===== config.mk =====
export PLATFORM = sky130hd
export DESIGN_NAME = ssic_decoder
export DESIGN_NICKNAME = d
export VERILOG_FILES = /design/src/verilog/ssic_pkg.sv /design/src/verilog/ssic_decoder.sv /design/src/verilog/ssic_value_store.sv
export SDC_FILE = /design/constraint.sdc
export NUM_CORES = 1
export LEC_CHECK = 0
export BUFFER_PORTS_ARGS = -buffer_cell sky130_fd_sc_hd__buf_2
export CAP_MARGIN = 25
export CORE_UTILIZATION = 30
export CTS_BUF_LIST = sky130_fd_sc_hd__clkbuf_4 sky130_fd_sc_hd__clkbuf_8
export DETAILED_ROUTE_END_ITERATION = 8
export MAX_ROUTING_LAYER = met4
export PLACE_DENSITY_LB_ADDON = 0.25
export SLEW_MARGIN = 30
export SYNTH_ARGS = -nofsm -noshare
export SYNTH_HDL_FRONTEND = slang
export SYNTH_SLANG_ARGS = --single-unit

===== constraint.sdc =====
create_clock -name ref_clk -period 3.9 [get_ports ref_clk]
set_clock_uncertainty 0.15 [all_clocks]
set_input_delay 0.78 -clock ref_clk [delete_from_list [all_inputs] [get_ports ref_clk]]
set_output_delay 0.78 -clock ref_clk [all_outputs]
set_load 0.01 [all_outputs]

===== src/verilog/ssic_pkg.sv =====
// Constants, types and timing counts for the speed sensor inspection command decoder.
// Assumes a single 50 MHz clock; all counts below are in cycles of that clock.
package ssic_pkg;

	// ==========================================================
	// Clock
	localparam int CLK_PERIOD_NS = 20;

	// ==========================================================
	// Frame layout
	localparam int CMD_BITS  = 8;
	localparam int DATA_BITS = 16;
	localparam int VALUE_W   = 16;
	localparam int CNT_W     = 16;
	localparam int BITCNT_W  = 5;

	// Tracking value is two's complement, full scale spans this many mT each way
	localparam int FIELD_SPAN_MT = 500;

	// ==========================================================
	// Command codes
	localparam logic [7:0] CMD_ACTIVATE = 8'hC5;
	localparam logic [7:0] CMD_READ_MIN = 8'hAC;
	localparam logic [7:0] CMD_READ_MAX = 8'hAD;
	localparam logic [7:0] CMD_READ_THR = 8'hAF;
	localparam logic [7:0] CMD_READ_IIR = 8'hBA;

	// Value store slots
	localparam logic [1:0] SEL_MIN = 2'h0;
	localparam logic [1:0] SEL_MAX = 2'h1;
	localparam logic [1:0] SEL_THR = 2'h2;
	localparam logic [1:0] SEL_IIR = 2'h3;

	// ==========================================================
	// Timing
	localparam int BIT_TIMEOUT_US  = 200;
	localparam int GAP_TIMEOUT_US  = 1000;
	localparam int REPLY_EXTRA_NS  = 1000;
	localparam int BIT_TIMEOUT_CYC = BIT_TIMEOUT_US * 1000 / CLK_PERIOD_NS;
	localparam int GAP_TIMEOUT_CYC = GAP_TIMEOUT_US * 1000 / CLK_PERIOD_NS;
	localparam int REPLY_EXTRA_CYC = REPLY_EXTRA_NS / CLK_PERIOD_NS;

	typedef logic [CNT_W-1:0] ssic_cnt_t;

	// ==========================================================
	// Bit receiver states
	typedef enum logic [5:0] {
		ST_IDLE  = 6'h01,
		ST_LOW   = 6'h02,
		ST_HIGH  = 6'h04,
		ST_MARK  = 6'h08,
		ST_REPLY = 6'h10,
		ST_ERROR = 6'h20
	} ssic_state_e;

endpackage


===== src/verilog/ssic_decoder.sv =====
// Command decoder for the single-wire inspection link on the open-drain speed output.
// Assumes line_in is the line comparator, synchronous to ref_clk; nrst is power-on only.
`timescale 1ns/10ps
`default_nettype none

module ssic_decoder #(
	parameter ssic_pkg::ssic_cnt_t BIT_TIMEOUT = ssic_pkg::ssic_cnt_t'(ssic_pkg::BIT_TIMEOUT_CYC),
	parameter ssic_pkg::ssic_cnt_t GAP_TIMEOUT = ssic_pkg::ssic_cnt_t'(ssic_pkg::GAP_TIMEOUT_CYC)
) (
	input  wire logic                          ref_clk,
	input  wire logic                          nrst,
	input  wire logic                          line_in,
	input  wire logic                          tooth_present,
	input  wire logic                          entry_allowed,
	input  wire logic [ssic_pkg::VALUE_W-1:0]  min_value,
	input  wire logic [ssic_pkg::VALUE_W-1:0]  max_value,
	input  wire logic [ssic_pkg::VALUE_W-1:0]  threshold_value,
	input  wire logic [ssic_pkg::VALUE_W-1:0]  tracking_value,
	output var  logic                          line_out,
	output var  logic                          line_oe,
	output var  logic                          test_mode_active,
	output var  logic                          protocol_error
);
	import ssic_pkg::*;

	// ==========================================================
	// Declarations
	ssic_state_e          state_q;
	ssic_state_e          state_d;
	ssic_cnt_t            cnt_q;
	ssic_cnt_t            t1_q;
	ssic_cnt_t            t2_q;
	ssic_cnt_t            reply_len_q;
	logic [CMD_BITS-2:0]  shift_q;
	logic [BITCNT_W-1:0]  bit_cnt_q;
	logic                 is_cmd_q;
	logic                 resp_q;
	logic                 sess_q;
	logic                 test_mode_q;
	logic [1:0]           sel_q;
	logic                 sel_valid_q;
	logic                 line_q;
	logic [VALUE_W-1:0]   rd_data;

	wire                  fall;
	wire                  rise;
	wire                  rx_bit;
	wire                  is_cmd_eff;
	wire [BITCNT_W-1:0]   frame_last;
	wire                  last_bit;
	wire [CMD_BITS-1:0]   cmd_word;
	wire [3:0]            bit_pos;
	wire                  reply_bit;
	wire ssic_cnt_t       diff;
	wire                  bit_done;
	wire                  timed_out;
	wire                  gap_out;
	wire                  capture;
	wire                  cmd_done;
	wire                  is_read;
	wire [1:0]            read_sel;

	// ==========================================================
	// Read command decode
	function automatic logic [2:0] read_decode(input logic [CMD_BITS-1:0] code);
		logic [2:0] r;
		r = 3'h0;
		unique case (code)
			CMD_READ_MIN: r = {1'b1, SEL_MIN};
			CMD_READ_MAX: r = {1'b1, SEL_MAX};
			CMD_READ_THR: r = {1'b1, SEL_THR};
			CMD_READ_IIR: r = {1'b1, SEL_IIR};
			default:      r = 3'h0;
		endcase
		return r;
	endfunction

	// ==========================================================
	// Bit level decode
	assign fall = line_q & ~line_in;
	assign rise = ~line_q & line_in;
	// Longer release than low phase means the master sent a one
	assign rx_bit = (t2_q > t1_q);
	assign is_cmd_eff = (bit_cnt_q == 5'h00) ? rx_bit : is_cmd_q;
	assign frame_last = is_cmd_eff ? BITCNT_W'(CMD_BITS - 1) : BITCNT_W'(DATA_BITS - 1);
	assign last_bit = (bit_cnt_q == frame_last);
	assign cmd_word = {shift_q, rx_bit};
	assign bit_pos = 4'hF - bit_cnt_q[3:0];
	assign reply_bit = (!is_cmd_eff && test_mode_q && sel_valid_q) ?
		rd_data[bit_pos] : rx_bit;
	assign diff = (t1_q > t2_q) ? (t1_q - t2_q) : (t2_q - t1_q);
	assign bit_done = (state_q == ST_MARK) && rise;
	assign timed_out = (cnt_q >= BIT_TIMEOUT);
	assign gap_out = (bit_cnt_q != 5'h00) && (cnt_q >= GAP_TIMEOUT);
	assign capture = (state_q == ST_IDLE) && fall && !line_oe && (bit_cnt_q == 5'h00);
	assign cmd_done = bit_done && last_bit && is_cmd_eff;
	assign {is_read, read_sel} = read_decode(cmd_word);

	// ==========================================================
	// Bit receiver
	always_comb begin
		state_d = state_q;
		unique case (state_q)
			ST_IDLE: begin
				if (fall && !line_oe) begin
					state_d = ST_LOW;
				end else if (gap_out) begin
					state_d = ST_ERROR;
				end
			end
			ST_LOW: begin
				if (rise) begin
					state_d = ST_HIGH;
				end else if (timed_out) begin
					state_d = ST_ERROR;
				end
			end
			ST_HIGH: begin
				if (fall) begin
					state_d = ST_MARK;
				end else if (timed_out) begin
					state_d = ST_ERROR;
				end
			end
			ST_MARK: begin
				if (rise) begin
					state_d = ST_REPLY;
				end else if (timed_out) begin
					state_d = ST_ERROR;
				end
			end
			ST_REPLY: begin
				if (cnt_q >= reply_len_q) begin
					state_d = ST_IDLE;
				end
			end
			ST_ERROR: begin
				state_d = ST_ERROR;
			end
			default: begin
				state_d = ST_ERROR;
			end
		endcase
	end

	always_ff @(posedge ref_clk or negedge nrst) begin
		if (!nrst) begin
			state_q <= ST_IDLE;
			line_q  <= 1'b1;
		end else begin
			state_q <= state_d;
			line_q  <= line_in;
		end
	end

	// Phase counter restarts on every state change
	always_ff @(posedge ref_clk or negedge nrst) begin
		if (!nrst) begin
			cnt_q <= 16'h0000;
		end else if (state_d != state_q) begin
			cnt_q <= 16'h0000;
		end else if (cnt_q != 16'hFFFF) begin
			cnt_q <= cnt_q + 16'h0001;
		end
	end

	// ==========================================================
	// Phase times and reply
	always_ff @(posedge ref_clk or negedge nrst) begin
		if (!nrst) begin
			t1_q        <= 16'h0000;
			t2_q        <= 16'h0000;
			reply_len_q <= 16'h0000;
			resp_q      <= 1'b1;
		end else begin
			if (state_q == ST_LOW && rise) begin
				t1_q <= cnt_q;
			end
			if (state_q == ST_HIGH && fall) begin
				t2_q <= cnt_q;
			end
			// Hold a little past the master's sample point but well inside the pause
			if (bit_done) begin
				reply_len_q <= diff + ssic_cnt_t'(REPLY_EXTRA_CYC);
				resp_q      <= reply_bit;
			end
		end
	end

	// ==========================================================
	// Frame and command state
	always_ff @(posedge ref_clk or negedge nrst) begin
		if (!nrst) begin
			shift_q   <= 7'h00;
			bit_cnt_q <= 5'h00;
			is_cmd_q  <= 1'b0;
			sess_q    <= 1'b0;
		end else begin
			if (capture) begin
				sess_q <= 1'b1;
			end
			if (bit_done) begin
				shift_q   <= cmd_word[CMD_BITS-2:0];
				is_cmd_q  <= is_cmd_eff;
				bit_cnt_q <= last_bit ? 5'h00 : bit_cnt_q + 5'h01;
			end
		end
	end

	always_ff @(posedge ref_clk or negedge nrst) begin
		if (!nrst) begin
			test_mode_q <= 1'b0;
			sel_q       <= SEL_MIN;
			sel_valid_q <= 1'b0;
		end else if (cmd_done) begin
			if (cmd_word == CMD_ACTIVATE && entry_allowed) begin
				test_mode_q <= 1'b1;
			end
			// Reads only take effect once test mode is already on
			if (test_mode_q && is_read) begin
				sel_q       <= read_sel;
				sel_valid_q <= 1'b1;
			end
		end
	end

	// ==========================================================
	// Snapshot store; tracking word is passed unchanged as a signed field value
	ssic_value_store u_store (
		.ref_clk         (ref_clk),
		.nrst            (nrst),
		.capture         (capture),
		.min_value       (min_value),
		.max_value       (max_value),
		.threshold_value (threshold_value),
		.tracking_value  (tracking_value),
		.rd_sel          (sel_q),
		.rd_data_q       (rd_data)
	);

	// ==========================================================
	// Open-drain output
	always_ff @(posedge ref_clk or negedge nrst) begin
		if (!nrst) begin
			line_oe          <= 1'b0;
			line_out         <= 1'b0;
			test_mode_active <= 1'b0;
			protocol_error   <= 1'b0;
		end else begin
			if (state_d == ST_ERROR) begin
				line_oe <= 1'b1;
			end else if (state_d == ST_REPLY) begin
				line_oe <= ~(bit_done ? reply_bit : resp_q);
			end else if (sess_q || capture) begin
				line_oe <= 1'b0;
			end else begin
				line_oe <= ~tooth_present;
			end
			line_out         <= 1'b0;
			test_mode_active <= test_mode_q;
			protocol_error   <= (state_d == ST_ERROR);
		end
	end

endmodule

`default_nettype wire


===== src/verilog/ssic_value_store.sv =====
// Four-word snapshot store for the values read over the inspection link.
// Assumes one clock; all four words are written together, read data is registered.
`timescale 1ns/10ps
`default_nettype none

module ssic_value_store (
	input  wire logic                          ref_clk,
	input  wire logic                          nrst,
	input  wire logic                          capture,
	input  wire logic [ssic_pkg::VALUE_W-1:0]  min_value,
	input  wire logic [ssic_pkg::VALUE_W-1:0]  max_value,
	input  wire logic [ssic_pkg::VALUE_W-1:0]  threshold_value,
	input  wire logic [ssic_pkg::VALUE_W-1:0]  tracking_value,
	input  wire logic [1:0]                    rd_sel,
	output var  logic [ssic_pkg::VALUE_W-1:0]  rd_data_q
);
	import ssic_pkg::*;

	logic [VALUE_W-1:0] mem_q [4];

	// ==========================================================
	// Storage
	always_ff @(posedge ref_clk or negedge nrst) begin
		if (!nrst) begin
			for (int i = 0; i < 4; i++) begin
				mem_q[i] <= 16'h0000;
			end
		end else if (capture) begin
			mem_q[SEL_MIN] <= min_value;
			mem_q[SEL_MAX] <= max_value;
			mem_q[SEL_THR] <= threshold_value;
			mem_q[SEL_IIR] <= tracking_value;
		end
	end

	always_ff @(posedge ref_clk or negedge nrst) begin
		if (!nrst) begin
			rd_data_q <= 16'h0000;
		end else begin
			rd_data_q <= mem_q[rd_sel];
		end
	end

endmodule

`default_nettype wire

==> results.cfg <==
[pwr]
power_switching_uw = 935
irDropWorstVdd_mv = 0.208
clkPwrFrac_pct = 40.2
p_total_uw = 3380
power_frac_comb_pct = 6.0
power_density_mw_per_mm2 = 307
pwr-share-seq_pct = 53.8
internal_power_uw = 2440
swShare_pct = 27.7
p_leak_uw = 0.00549

[synthesis]
yosysMostFrequentCell = dfrtp_1
synthFlopType = dfrtp_1
yosys.area.top_type = dfrtp_1
synth-async-reset-ratio_pct = 100
ys_ff_latch = 173
synth_area_sq_mm = 0.00967
yosysWarnings = 0
synth_cell_types = 72
synth_edf_count = 0
synth_cells = 884
synthTopCellsByCount = dfrtp_1, mux2_2, nand2_1
netlist.area_leader.share_pct = 44.0
ys_seq_area_share_pct = 44.8
syn_nets = 1008
postSynthAreaPerCell_sq_um = 10.9
yosys-top-cells-area = dfrtp_1, mux2_2, ha_1, mux4_2, nand2_1

[floorplan]
core.rowCount = 65
core_area_sq_mm = 0.0316
boundaryPins = 73
initial_core_util_pct = 30.6
die_w_um = 182
die_y_um = 182
dieArea_sq_mm = 0.0330

[critical_path]
worstSetupStartpointType = flop
rr_startpoint = t2_q[13]
critPathMaxFanout = 10
critPathLaunch = t2_q[13]
critPathKind = flop to flop
cp.arrival_ns = 3.91
required_ns = 4.13
reg2regPathDepth = 11
end_kind = flop

[placement]
globalplace.congestion = 0.816
numPortBuffers = 71
hpwl_um = 15900
dpl-instance-area_sq_mm = 0.0105
place_ws_ns = -0.0312

[drt]
drc = 0
vias_per_cell = 4.90
detail-route-antenna-nets = 0
finalWirelength_um = 22000
first_iter_violations = 380
wire_per_inst_um = 16.0
route.vias.total = 6733
first_pass_iters = 6

[sta]
slew_viol_final = 0
period_needed_ns = 3.68
fmax_ghz = 0.272
finalCritPeriodShare_pct = 94.4
hold_viol = 0
worst_pin_slew_ns = 0.921
finalSetupViolations = 0
fin_ws_ns = 0.220
whs_ns = 0.181
max_slew_margin_pct = 38.6

[grt]
antenna_found_initial = 1
grt_pass1_vias = 6849
grtUsageMet3_pct = 3.65
grt_busiest_layer = met2
grt_pass1_wl_um = 36000
gr-total-overflow = 0
grt_max_degree = 80
met2_usage_pct = 22.8
gr-usage-met1_pct = 18.2
grt_usage_pct = 14.3

[cts]
numCtsBuffers = 17
cts.path.max_buffers = 2
cts_sinks = 173
holdBufCountCts = 0
clkSlewWorstSetupHoldPaths_ns = 0.11
cts_root_buf = clkbuf_8
clock_latency_ns = 0.47
cts_tree = built
htreeDepth = 4

[layout]
final_util_pct = 34.8
stdcell_area_sq_mm = 0.0110
drive_gt1_share_pct = 28.8
nets = 1082
syn2layout_area_growth_pct = 13.7

[hold_path]
hold_class = input port to async pin

[outcome]
status = finished clean

[job]
cap_violations = 0
[metal layers]
layer / part of all wire, % / up-vias
li1: - / 3269
met4: 1.1 / 0
met1: 47 / 3302
met3: 5.0 / 18
met5: 0 / -
met2: 47 / 144
[cell usage in the layout (no fill, tap or decap), types with 6 or more instances in the layout]
cell and n:
buf_4 26, buf_2 70, nand4_1 12, nand3_1 16, nand2b_1 11, xnor2_1 19
mux4_2 21, mux2i_1 9, nand2_1 79, nor4_1 6, o21ai_0 37, inv_1 67
ha_1 51, xor2_1 18, nor2_1 42, mux2_2 96, a21oi_1 42, dfrtp_1 170
a21o_1 17, o21bai_1 10, and3_1 7, inv_6 6, nor3_1 14, a211oi_1 6
clkbuf_8 17, a31oi_1 6
[power groups by stage]
stage	logic [uW]	registers, uW	clock network, uW
after CTS	205	1820	1410
after detailed placement	204	1850	0
after global placement	204	1850	0
final	202	1820	1360
after floorplan	98.6	1850	0
after global routing	231	1820	1480
[metrics by stage]
| step | TNS (ns) | instances |
|---|---|---|
| finish | 0 | 1374 |
| CTS | 0 | 1370 |
| global placement | 0 | 1338 |
| detailed placement | -0.0312 | 1338 |
| floorplan | 0 | 884 |
| global route | -0.0168 | 1374 |
[cells by family (layout without fill, tap and decap cells)]
| group | count (synthesis) | after routing | share of synthesized area (%) |
|---|---|---|---|
| compound gates | 167 | 167 | 11.6 |
| xor+xnor | 37 | 37 | 3.35 |
| fa+ha+maj | 55 | 55 | 7.27 |
| buf+inv | 110 | 197 | 4.97 |
| flops | 173 | 173 | 44.8 |
| mux | 127 | 127 | 17.1 |
| other cells | 1 | 2 | 0.0388 |
| simple gates | 214 | 214 | 10.8 |
[final timing paths]
path,endpoint,slack (ns)
max,reply_len_q[15],0.22
min,u_store.mem_q[17],0.18
max reg2reg,reply_len_q[15],0.22
min reg2reg,test_mode_active,0.31
max in group asynchronous,u_store.mem_q[57],2.48
min in group ref_clk,line_q,0.28
[layout make-up]
| type | instances | area [sq um] |
|---|---|---|
| antenna | 1 | 2.50 |
| tap | 402 | 503 |
| multi-input combinational | 601 | 4910 |
| sequential | 173 | 4330 |
| clock buffer | 17 | 234 |
| inverter | 67 | 251 |
| fill | 3191 | 20600 |
| clock inverter | 15 | 189 |
| timing repair buffer | 98 | 577 |
[critical path: stages, from the launching register on]
cell and delay [ns]:
dfrtp_1 0.41, ha_1 0.45, nand4_1 0.16, nor2_1 0.27
o21ai_4 0.14, a21o_4 0.29, a221o_1 0.35, a221oi_2 0.26
nor4b_4 0.38, nand4_2 0.18, o31a_1 0.33, o31ai_2 0.22
[registers in the layout, summed over array words and instances (netlist names), 2 cells and up]
register,flops
reply_len_q,16
t2_q,16
cnt_q,16
u_store.mem_q,64
bit_cnt_q,5
u_store.rd_data_q,16
state_q,6
sel_q,2
shift_q,7
t1_q,16
[timing repair]
item                                    4_1_cts  5_1_grt
buffers inserted                              0        3
resized for setup                             1       11
endpoints found under the setup margin        1        7
pin swaps                                     0        6
(Power assumes the default switching activity.)
